## src/include/fps_pkg.sv

```systemverilog
// Package for the flash program/erase sequencer: register map, fields, states, carriers.
// Assumes a byte-wide register port and a flash macro that takes level commands.
package fps_pkg;

  // ***************************************************
  // Register map
  // ***************************************************
  localparam logic [1:0] FPS_OFS_CTRL1 = 2'h0;
  localparam logic [1:0] FPS_OFS_CTRL2 = 2'h1;
  localparam logic [1:0] FPS_OFS_EBS1  = 2'h2;
  localparam logic [1:0] FPS_OFS_EBS2  = 2'h3;

  localparam logic [7:0] FPS_RST_CTRL1 = 8'h00;
  localparam logic [7:0] FPS_RST_CTRL2 = 8'h00;
  localparam logic [7:0] FPS_RST_EBS   = 8'h00;

  // flash_control_reg_one fields
  localparam int FPS_B_PROG  = 0;
  localparam int FPS_B_ERASE = 1;
  localparam int FPS_B_PV    = 2;
  localparam int FPS_B_EV    = 3;
  localparam int FPS_B_SWE   = 6;
  // flash_control_reg_two fields
  localparam int FPS_B_PSU   = 0;
  localparam int FPS_B_ESU   = 1;
  localparam int FPS_B_FULL  = 6;
  localparam int FPS_B_FLASH_ERROR_FLAG  = 7;

  // ***************************************************
  // Flash geometry
  // ***************************************************
  localparam int FPS_AW        = 16;
  localparam int FPS_LINE      = 32;
  localparam int FPS_IDXW      = 5;
  localparam int FPS_ROWW      = FPS_AW - FPS_IDXW;
  localparam int FPS_NBLK      = 16;
  localparam logic [5:0] FPS_LINE_CNT = 6'h20;
  localparam logic [15:0] FPS_BLANK16 = 16'hFFFF;

  // ***************************************************
  // States and carriers
  // ***************************************************
  typedef enum logic [2:0] {
    FPS_S_IDLE  = 3'b000,
    FPS_S_PROG  = 3'b001,
    FPS_S_ERASE = 3'b010,
    FPS_S_PVER  = 3'b011,
    FPS_S_EVER  = 3'b100
  } fps_state_t;

  typedef struct packed {
    logic                 prog;
    logic                 erase;
    logic                 pverify;
    logic                 everify;
    logic [FPS_NBLK-1:0]  blocks;
    logic [FPS_ROWW-1:0]  row;
  } fps_mac_cmd_t;

endpackage

```

## src/fps_latch_ram.sv

```systemverilog
// Line latch memory holding the bytes of one program transfer.
// Assumes one write port and one read port on the same clock; read data registered.
`timescale 1ns/10ps
module fps_latch_ram #(
  parameter int DW    = 8,
  parameter int DEPTH = 32,
  parameter int IW    = 5
) (
  input  wire logic          core_clk,
  input  wire logic          wr_en,
  input  wire logic [IW-1:0] wr_idx,
  input  wire logic [DW-1:0] wr_data,
  input  wire logic [IW-1:0] rd_idx,
  output logic      [DW-1:0] rd_data
);

  // ***************************************************
  // Storage
  // ***************************************************
  logic [DW-1:0] mem [DEPTH];

  always_ff @(posedge core_clk) begin
    if (wr_en) begin
      mem[wr_idx] <= wr_data;
    end
    rd_data <= mem[rd_idx];
  end

endmodule

```

## src/fps_sequencer.sv

```systemverilog
// Flash program/erase sequencer: control registers, line latch, mode state machine.
// Assumes software keeps all wait times and the watchdog; the macro obeys mac_cmd levels.
`timescale 1ns/10ps

// Function
// - Four modes only, each needing write enable; program/erase entered by setup and mode bits together, verify by mode bit without setup.
// - Device latches address and data of each transfer byte for the pulse; the code keeps each byte's data and index but only the first byte's row.
// - Program setup, wait, program bit; device programs while bit is set.
// - Verify reads return the dummy-written address's data, 16 bits wide.
// - Erase setup, wait, erase bit; device erases while bit is set.
// - Erase starts without any preprogramming of the block.
// - Error flag aborts program/erase and blocks re-entry; verify still allowed.
// - Both block select registers zero means every block is erase protected.
// - Write enable clear ignores program and erase bits.
module fps_sequencer (
  input  wire logic                         core_clk,
  input  wire logic                         rst_n,
  input  wire logic [1:0]                   reg_addr,
  input  wire logic [7:0]                   reg_wdata,
  input  wire logic                         reg_wr,
  input  wire logic                         reg_rd,
  output logic      [7:0]                   reg_rdata,
  input  wire logic [fps_pkg::FPS_AW-1:0]   fl_addr,
  input  wire logic [7:0]                   fl_wdata,
  input  wire logic                         fl_wr,
  input  wire logic                         fl_rd,
  output logic      [15:0]                  fl_rdata,
  input  wire logic                         err_event,
  output fps_pkg::fps_mac_cmd_t             mac_cmd,
  output logic      [fps_pkg::FPS_AW-1:0]   mac_raddr,
  input  wire logic [15:0]                  mac_rdata,
  input  wire logic [fps_pkg::FPS_IDXW-1:0] mac_idx,
  output logic      [7:0]                   mac_byte
);
  import fps_pkg::*;

  // ***************************************************
  // Registers
  // ***************************************************
  logic [7:0]          ctrl1_reg, ctrl1_next;
  logic [1:0]          setup_reg, setup_next;
  logic                flash_error_flag_reg, flash_error_flag_next;
  logic [7:0]          ebs1_reg, ebs1_next;
  logic [7:0]          ebs2_reg, ebs2_next;
  logic [7:0]          rdata_reg, rdata_next;
  logic                software_write_enable;
  logic                fl_busy;
  fps_state_t          state_reg, state_next;
  logic [5:0]          cnt_reg, cnt_next;

  assign software_write_enable     = ctrl1_reg[FPS_B_SWE];
  assign fl_busy = (state_reg == FPS_S_PROG) || (state_reg == FPS_S_ERASE);

  always_comb begin
    ctrl1_next = ctrl1_reg;
    setup_next = setup_reg;
    ebs1_next  = ebs1_reg;
    ebs2_next  = ebs2_reg;
    flash_error_flag_next  = flash_error_flag_reg;
    rdata_next = rdata_reg;
    if (reg_wr) begin
      unique case (reg_addr)
        FPS_OFS_CTRL1: begin
          ctrl1_next = reg_wdata & 8'h4F;
        end
        FPS_OFS_CTRL2: begin
          setup_next = reg_wdata[1:0];
        end
        FPS_OFS_EBS1: begin
          ebs1_next = reg_wdata;
        end
        FPS_OFS_EBS2: begin
          ebs2_next = reg_wdata;
        end
      endcase
    end
    // Runaway during a pulse: sticky until reset, registers kept as written
    if (fl_busy && (err_event || fl_rd)) begin
      flash_error_flag_next = 1'b1;
    end
    if (reg_rd) begin
      unique case (reg_addr)
        FPS_OFS_CTRL1: begin
          rdata_next = ctrl1_reg;
        end
        FPS_OFS_CTRL2: begin
          rdata_next = {flash_error_flag_reg, (cnt_reg == FPS_LINE_CNT), 4'h0, setup_reg};
        end
        FPS_OFS_EBS1: begin
          rdata_next = ebs1_reg;
        end
        FPS_OFS_EBS2: begin
          rdata_next = ebs2_reg;
        end
      endcase
    end else begin
      rdata_next = 8'h00;
    end
  end

  always_ff @(posedge core_clk or negedge rst_n) begin
    if (!rst_n) begin
      ctrl1_reg <= FPS_RST_CTRL1;
      setup_reg <= FPS_RST_CTRL2[1:0];
      flash_error_flag_reg  <= 1'b0;
      ebs1_reg  <= FPS_RST_EBS;
      ebs2_reg  <= FPS_RST_EBS;
      rdata_reg <= 8'h00;
    end else begin
      ctrl1_reg <= ctrl1_next;
      setup_reg <= setup_next;
      flash_error_flag_reg  <= flash_error_flag_next;
      ebs1_reg  <= ebs1_next;
      ebs2_reg  <= ebs2_next;
      rdata_reg <= rdata_next;
    end
  end

  assign reg_rdata = rdata_reg;

  // ***************************************************
  // Mode state machine
  // ***************************************************
  logic [3:0] mode_bits;
  logic       one_mode;
  logic       blk_any;
  logic       err_now;

  assign mode_bits = {ctrl1_reg[FPS_B_EV], ctrl1_reg[FPS_B_PV],
                      ctrl1_reg[FPS_B_ERASE], ctrl1_reg[FPS_B_PROG]};
  assign one_mode  = $onehot(mode_bits);
  // Next values, so erase never outlives a select cleared to zero
  assign blk_any   = (ebs1_next != 8'h00) || (ebs2_next != 8'h00);
  assign err_now   = flash_error_flag_reg || flash_error_flag_next;

  // Mode follows the bits level by level; pulse length is timed by software
  always_comb begin
    state_next = FPS_S_IDLE;
    if (software_write_enable && one_mode) begin
      if (mode_bits[0] && setup_reg[FPS_B_PSU] && !err_now) begin
        state_next = FPS_S_PROG;
      end else if (mode_bits[1] && setup_reg[FPS_B_ESU] && blk_any && !err_now) begin
        state_next = FPS_S_ERASE;
      end else if (mode_bits[2]) begin
        state_next = FPS_S_PVER;
      end else if (mode_bits[3]) begin
        state_next = FPS_S_EVER;
      end
    end
  end

  // ***************************************************
  // Line latch and verify address
  // ***************************************************
  logic                   lat_wr;
  logic                   dummy_wr;
  logic [FPS_ROWW-1:0]    row_reg, row_next;
  logic [FPS_AW-1:0]      vaddr_reg, vaddr_next;
  logic [15:0]            frd_reg, frd_next;

  // Transfers only count while no mode acts, so a stray write mid-pulse is dropped
  assign lat_wr   = fl_wr && software_write_enable && (state_reg == FPS_S_IDLE);
  assign dummy_wr = fl_wr && ((state_reg == FPS_S_PVER) || (state_reg == FPS_S_EVER));

  always_comb begin
    cnt_next   = cnt_reg;
    row_next   = row_reg;
    vaddr_next = vaddr_reg;
    frd_next   = frd_reg;
    if (!software_write_enable) begin
      cnt_next = 6'h00;
    end else if (lat_wr) begin
      if (cnt_reg == 6'h00 || cnt_reg == FPS_LINE_CNT) begin
        row_next = fl_addr[FPS_AW-1:FPS_IDXW];
        cnt_next = 6'h01;
      end else begin
        cnt_next = cnt_reg + 6'h01;
      end
    end
    if (dummy_wr) begin
      vaddr_next = fl_addr;
    end
    if (fl_rd) begin
      if (state_reg == FPS_S_PVER || state_reg == FPS_S_EVER) begin
        frd_next = mac_rdata;
      end else if (software_write_enable) begin
        frd_next = FPS_BLANK16;
      end else begin
        frd_next = mac_rdata;
      end
    end
  end

  assign mac_raddr = ((state_reg == FPS_S_PVER) || (state_reg == FPS_S_EVER)) ?
                     vaddr_reg : fl_addr;
  assign fl_rdata  = frd_reg;

  fps_latch_ram #(
    .DW    (8),
    .DEPTH (FPS_LINE),
    .IW    (FPS_IDXW)
  ) u_latch (
    .core_clk (core_clk),
    .wr_en    (lat_wr),
    .wr_idx   (fl_addr[FPS_IDXW-1:0]),
    .wr_data  (fl_wdata),
    .rd_idx   (mac_idx),
    .rd_data  (mac_byte)
  );

  // ***************************************************
  // Macro command
  // ***************************************************
  fps_mac_cmd_t cmd_reg, cmd_next;

  // Erase is driven straight from the erase state; no preprogram pass exists
  always_comb begin
    cmd_next         = '0;
    cmd_next.prog    = (state_next == FPS_S_PROG);
    cmd_next.erase   = (state_next == FPS_S_ERASE);
    cmd_next.pverify = (state_next == FPS_S_PVER);
    cmd_next.everify = (state_next == FPS_S_EVER);
    cmd_next.blocks  = {ebs2_next, ebs1_next};
    cmd_next.row     = row_next;
  end

  always_ff @(posedge core_clk or negedge rst_n) begin
    if (!rst_n) begin
      state_reg <= FPS_S_IDLE;
      cnt_reg   <= 6'h00;
      row_reg   <= '0;
      vaddr_reg <= '0;
      frd_reg   <= 16'h0000;
      cmd_reg   <= '0;
    end else begin
      state_reg <= state_next;
      cnt_reg   <= cnt_next;
      row_reg   <= row_next;
      vaddr_reg <= vaddr_next;
      frd_reg   <= frd_next;
      cmd_reg   <= cmd_next;
    end
  end

  assign mac_cmd = cmd_reg;

  // ***************************************************
  // Assertions
  // ***************************************************
  property p_mode_entry;
    @(posedge core_clk) disable iff (!rst_n)
    (state_reg == FPS_S_PROG) |->
      $past(ctrl1_reg[FPS_B_PROG]) && $past(setup_reg[FPS_B_PSU]) && $past(software_write_enable);
  endproperty
  a_mode_entry: assert property (p_mode_entry) else $error("Program mode without its bits");

  property p_latch_count;
    @(posedge core_clk) disable iff (!rst_n)
    (lat_wr && cnt_reg != 6'h00 && cnt_reg != FPS_LINE_CNT && software_write_enable)
      |=> (cnt_reg == $past(cnt_reg) + 6'h01);
  endproperty
  a_latch_count: assert property (p_latch_count) else $error("Latch count did not advance");

  property p_latch_row;
    @(posedge core_clk) disable iff (!rst_n)
    (lat_wr && cnt_reg == 6'h00) |=> (row_reg == $past(fl_addr[FPS_AW-1:FPS_IDXW]));
  endproperty
  a_latch_row: assert property (p_latch_row) else $error("Row not latched on first byte");

  property p_verify_read;
    @(posedge core_clk) disable iff (!rst_n)
    (fl_rd && state_reg == FPS_S_EVER) |-> (mac_raddr == vaddr_reg) ##1
      (fl_rdata == $past(mac_rdata));
  endproperty
  a_verify_read: assert property (p_verify_read) else $error("Verify read wrong source");

  property p_erase_direct;
    @(posedge core_clk) disable iff (!rst_n)
    (state_reg == FPS_S_ERASE) |-> (mac_cmd.erase && !mac_cmd.prog);
  endproperty
  a_erase_direct: assert property (p_erase_direct) else $error("Erase not driven directly");

  property p_error_abort;
    @(posedge core_clk) disable iff (!rst_n)
    (fl_busy && err_event) |=> (flash_error_flag_reg && !fl_busy) ##1 !fl_busy;
  endproperty
  a_error_abort: assert property (p_error_abort) else $error("Error did not abort mode");

  property p_no_protect_erase;
    @(posedge core_clk) disable iff (!rst_n)
    (ebs1_reg == 8'h00 && ebs2_reg == 8'h00) |-> (state_reg != FPS_S_ERASE);
  endproperty
  a_no_protect_erase: assert property (p_no_protect_erase) else $error("Erase of protected block");

  property p_swe_protect;
    @(posedge core_clk) disable iff (!rst_n)
    !software_write_enable |=> !mac_cmd.prog && !mac_cmd.erase;
  endproperty
  a_swe_protect: assert property (p_swe_protect) else $error("Pulse while write disabled");

  property p_one_mode;
    @(posedge core_clk) disable iff (!rst_n)
    $onehot0({mac_cmd.prog, mac_cmd.erase, mac_cmd.pverify, mac_cmd.everify});
  endproperty
  a_one_mode: assert property (p_one_mode) else $error("Two modes at once");

  property p_prog_follows;
    @(posedge core_clk) disable iff (!rst_n)
    $rose(mac_cmd.prog) |-> $past(ctrl1_reg[FPS_B_PROG]) && $past(setup_reg[FPS_B_PSU]);
  endproperty
  a_prog_follows: assert property (p_prog_follows) else $error("Program pulse without request");

  property p_erase_follows;
    @(posedge core_clk) disable iff (!rst_n)
    (state_reg == FPS_S_ERASE && !ctrl1_next[FPS_B_ERASE]) |-> ##2 !mac_cmd.erase;
  endproperty
  a_erase_follows: assert property (p_erase_follows) else $error("Erase outlived its bit");

  c_prog:  cover property (@(posedge core_clk) disable iff (!rst_n)
    (state_reg == FPS_S_PROG) ##[1:100] (state_reg == FPS_S_PVER));
  c_erase: cover property (@(posedge core_clk) disable iff (!rst_n)
    (state_reg == FPS_S_ERASE) ##[1:50] (state_reg == FPS_S_EVER));
  c_full:  cover property (@(posedge core_clk) disable iff (!rst_n)
    (cnt_reg == FPS_LINE_CNT));
  c_flash_error_flag:  cover property (@(posedge core_clk) disable iff (!rst_n)
    $rose(flash_error_flag_reg) ##[1:40] (state_reg == FPS_S_PVER));

endmodule

```

## config.mk

```make
export PLATFORM = sky130hd
export DESIGN_NAME = fps_sequencer
export DESIGN_NICKNAME = d
export VERILOG_FILES = /design/src/include/fps_pkg.sv /design/src/fps_latch_ram.sv /design/src/fps_sequencer.sv
export SDC_FILE = /design/constraint.sdc
export NUM_CORES = 1
export LEC_CHECK = 0
export CAP_MARGIN = 25
export CORE_ASPECT_RATIO = 2
export CORE_MARGIN = 4
export CORE_UTILIZATION = 50
export DETAILED_ROUTE_END_ITERATION = 10
export DONT_BUFFER_PORTS = 1
export SYNTH_ARGS = -nofsm -noshare
export SYNTH_HDL_FRONTEND = slang
export SYNTH_SLANG_ARGS = --single-unit
export TNS_END_PERCENT = 50
```

## constraint.sdc

```tcl
create_clock -name core_clk -period 6.7 [get_ports core_clk]
set_input_delay 1.005 -clock core_clk [delete_from_list [all_inputs] [get_ports core_clk]]
set_output_delay 1.005 -clock core_clk [all_outputs]
set_load 0.01 [all_outputs]
```

==> impl.org <==
** Synthesis
- Flops & latches, synth :: between 300 and 400
- Yosys printed 0 warnings.
- Counting flops with a built-in enable in the synthesized netlist gives 256.
- Nets in the synthesized netlist :: approximately 780
- Library cell with the highest instance count after synthesis :: sky130_fd_sc_hd__edfxtp_1
- Counting instances in the post-synthesis netlist gives the leading cell types as sky130_fd_sc_hd__edfxtp_1, sky130_fd_sc_hd__dfrtp_1, sky130_fd_sc_hd__mux4_2, sky130_fd_sc_hd__mux2_2, sky130_fd_sc_hd__nor2_1.
- Of the post-synthesis cell area, the dominant cell type holds 55.3%.
- Top FF cell, synth :: sky130_fd_sc_hd__edfxtp_1
- Area of the mapped netlist :: between 0.01 and 0.015 sq mm
- Unique masters post-synth :: 46
- Synthesis produced a netlist whose cell count is 710.
- Top cells by area, synth :: sky130_fd_sc_hd__edfxtp_1, sky130_fd_sc_hd__dfrtp_1, sky130_fd_sc_hd__mux4_2, sky130_fd_sc_hd__mux2_2, sky130_fd_sc_hd__nor2_1
- After synthesis, the mean cell area works out to ~20 sq um.
- Fraction of registers with async set or reset after synthesis :: 25.0%
- The largest total area in the synthesized netlist belongs to sky130_fd_sc_hd__edfxtp_1.
- Post-synthesis sequential area ratio :: 72.3%

** Floorplan
- Die Height :: 244 microns
- I/O pin count :: 141
- Full die area :: approximately 0.031 sq mm
- The die is roughly 130 microns wide.
- Number of placement rows :: 86
- For this configuration, the core starts out at a cell density of just over 50%.
- Core outline area :: 0.0274 sq mm

** Finish
- u_latch.mem holds more flip-flops than any other register.
- For this run, the post-layout net count is slightly below 800.
- Relative to the synthesized area, the layout overhead comes to 9.12%.
- Share of final-layout standard cells stronger than drive strength 1 :: 28.0%
- The register with the most flip-flops in the layout has about 260 of them.
- The number of antenna diodes in the final layout is 0.

** Pwr
- Switching component of the power :: roughly 1000 uW
- The worst-case IR drop observed on VDD is 0.263 mV.
- Internal Pwr Total :: between 3000 and 4000 uW
- Fraction of power spent switching nets :: 22.1%
- In this run, the clock network consumes 36.5% of the power.
- In this run the static leakage power is 0.00511 uW.
- Power Dens Cells :: a little over 300 mW/mm^2
- Per report_power, the combinational group accounts for 7.3% of the total.
- Flop pwr share :: 56.1%

** Route
- Final Routed Wirelength :: 31,300 microns
- Summing over every cut layer, the via total after detailed routing is around 6,600.
- Final ANT Viol Nets :: 0
- The first TritonRoute pass finished after 8 iterations.
- After detailed routing, the number of vias per cell comes to 6.07.
- After detailed routing, the number of remaining DRC violations is 0.
- Violation count after the first detailed-route iteration :: about 470
- After detailed routing, the average wire length per cell comes to 28.9 microns.

** Critical path
- STA classifies the critical path startpoint as a flip-flop.
- CP max FO :: 17
- Type of element capturing the critical path :: output pin
- Cells along the critical path :: nor2_1 -> nand2_1 -> o21ai_2 -> buf_8 -> mux2_2
- Critical path type :: reg2out
- In this design, the stage delay of the slowest critical-path cell is 420 ps.
- At the worst endpoint, the required time is 5690 ps.
- For the worst setup path, the data arrival time is between 1500 and 2000 ps.
- Cell type of the slowest stage on the worst timing path :: sky130_fd_sc_hd__dfrtp_1

** Clocking
- For this design, the CTS-stage hold fixing added 0 buffers.
- In this run the number of H-tree levels came out at 1.
- Buffers inserted during clock tree synthesis total 31.
- TritonCTS built the clock tree.
- Buffer levels on the longest clock path :: 3
- Clock-pin slew of the registers on the worst-case setup and hold paths :: about 70 ps
- Root Buffer Master :: sky130_fd_sc_hd__clkbuf_16
- Post-CTS resize count :: 0
- Clock tree synthesis found a total of between 300 and 400 sinks.
- Clock latency reported for the late side of the worst-skew pair :: 550 ps
- Setup fix buffers added after clock tree synthesis :: 0

** Global route
- All-layer global routing usage :: 20.8%
- Gr ovfl total :: 0
- Wire length of the first global-routing pass :: 47,600 microns
- The initial antenna violation count came to 0.
- Number of global-route vias before repair :: 7,368
- Entering global routing, the biggest net connects just under 90 pins.

** Placed design
- Post-DP HPWL :: 21,600 microns
- Count of buffers inserted at the top-level ports :: 0
- Gpl congestion :: 0.847
- Timing analysis after detailed placement gives a worst setup slack of 3770 ps.

** Timing
- Tightest Pin Transition :: 878 ps
- Of the available clock period, the critical path in the final layout requires 44.7%.
- Unrepaired setup endpoints after global routing :: false
- Worst-case headroom to the max-slew limit :: 40.7%
- Setup violations remaining at the end of the flow were counted as 0.
- Once routing completed, OpenROAD measured the worst setup slack at about 3700 ps.
- In the final timing run, aggregate negative setup slack is 0 ps.
- Across the routed clock network, the largest skew measured is 11.6 ps.
- Subtracting the final worst setup slack from the clock period gives 3000 ps.
- Based on the critical path, the design can be clocked at up to 0.334 GHz.
- Max-slew violations :: 0
- Number of hold violations in the final report :: 0

** Flow run
- Max-cap violations in this run came to 0.

** Outcome
- Outcome :: finished clean

** Worst hold path
- In this run the worst hold path is classified as in2async.
## power by group through the flow
stage / combinational [uW] / sequential, uW / clock [uW]
after floorplan: 298 / 2620 / 0
after global placement: 330 / 2660 / 0
after detailed placement: 345 / 2660 / 0
after CTS: 344 / 2620 / 1740
after global routing: 375 / 2630 / 1840
final: 341 / 2620 / 1700
## path summary, 6_finish.rpt
check                                               from                           end  slack (ps)  depth (start not counted)
worst max-delay path              state_reg[1]$_DFF_PN0_                  mac_raddr[2]        3700                          5
worst min-delay path                               rst_n     vaddr_reg[13]$_DFFE_PN0P_         140                          0
worst max register to register    state_reg[1]$_DFF_PN0_  u_latch.mem[13][0]$_DFFE_PP_        4150                          5
worst min register to register  vaddr_reg[9]$_DFFE_PN0P_      vaddr_reg[9]$_DFFE_PN0P_         500                          1
max in group asynchronous                          rst_n       fl_rdata[5]$_DFFE_PN0P_        6380                          0
min in group core_clk           vaddr_reg[9]$_DFFE_PN0P_      vaddr_reg[9]$_DFFE_PN0P_         500                          1
## logic make-up (layout without fill, tap and decap cells)
group / Yosys count / in the layout / share of synthesized area, %
AO/OA/AOI/OAI: 45 / 45 / 2.33
XOR/XNOR: 1 / 1 / 0.0630
adder cells (fa/ha/maj): 5 / 5 / 0.504
buffers and inverters: 47 / 68 / 1.40
flip-flops: 352 / 352 / 72.3
multiplexers: 158 / 158 / 19.5
AND/OR/NAND/NOR: 102 / 102 / 3.88
## worst max-delay path, delay by kind of cell, from the launching register on
kind / cells / cell delay, ps
buf+inv: 1 / 210
compound gates: 1 / 100
flops: 1 / 420
mux: 1 / 400
simple gates: 2 / 300
## layer usage
layer	up-vias	global-route usage, %	share of wire, %
met3	52	4.23	6.6
met4	0	7.42	3.4
met1	3455	22.0	32
li1	2818	-	-
met5	-	0	0
met2	250	40.0	58
## cell usage in the layout (no fill, tap or decap), types with 3 or more instances in the layout
master and instances:
sky130_fd_sc_hd__edfxtp_1 256, sky130_fd_sc_hd__dfrtp_1 88, sky130_fd_sc_hd__mux4_2 83, sky130_fd_sc_hd__mux2_2 69
sky130_fd_sc_hd__nor2_1 43, sky130_fd_sc_hd__clkbuf_16 31, sky130_fd_sc_hd__nand2_1 20, sky130_fd_sc_hd__o22a_1 17
sky130_fd_sc_hd__inv_1 12, sky130_fd_sc_hd__o21ai_0 11, sky130_fd_sc_hd__nand3_1 9, sky130_fd_sc_hd__clkinv_1 8
sky130_fd_sc_hd__dfxtp_1 8, sky130_fd_sc_hd__and2_1 7, sky130_fd_sc_hd__clkbuf_1 7, sky130_fd_sc_hd__mux2i_1 5
sky130_fd_sc_hd__a21oi_1 5, sky130_fd_sc_hd__or4_4 4, sky130_fd_sc_hd__ha_1 4, sky130_fd_sc_hd__nand4b_1 3
sky130_fd_sc_hd__nand3b_1 3, sky130_fd_sc_hd__bufinv_16 3
## metrics by stage
stage | total power [uW] | instance area [sq um] | instances | hold slack, ps | util, %
5_1_grt | 4850 | 15200 | 1083 | 108 | 55.3
6_report | 4660 | 15200 | 1083 | 141 | 55.3
3_5_place_dp | 3010 | 14200 | 1027 | 488 | 51.7
2_1_floorplan | 2920 | 13900 | 710 | 454 | -
4_1_cts | 4700 | 15100 | 1081 | 111 | 55.2
3_3_place_gp | 2990 | 14200 | 1027 | 482 | 51.7
## area by class of cell
| cell class | count | area (sq um) |
|---|---|---|
| clock buffer | 38 | 802 |
| clock inverter | 16 | 149 |
| fill | 2150 | 12300 |
| inverter | 12 | 45.0 |
| multi-input combinational | 311 | 3660 |
| sequential | 352 | 10000 |
| tap | 352 | 440 |
| timing repair buffer | 2 | 22.5 |
(Power assumes the default switching activity.)
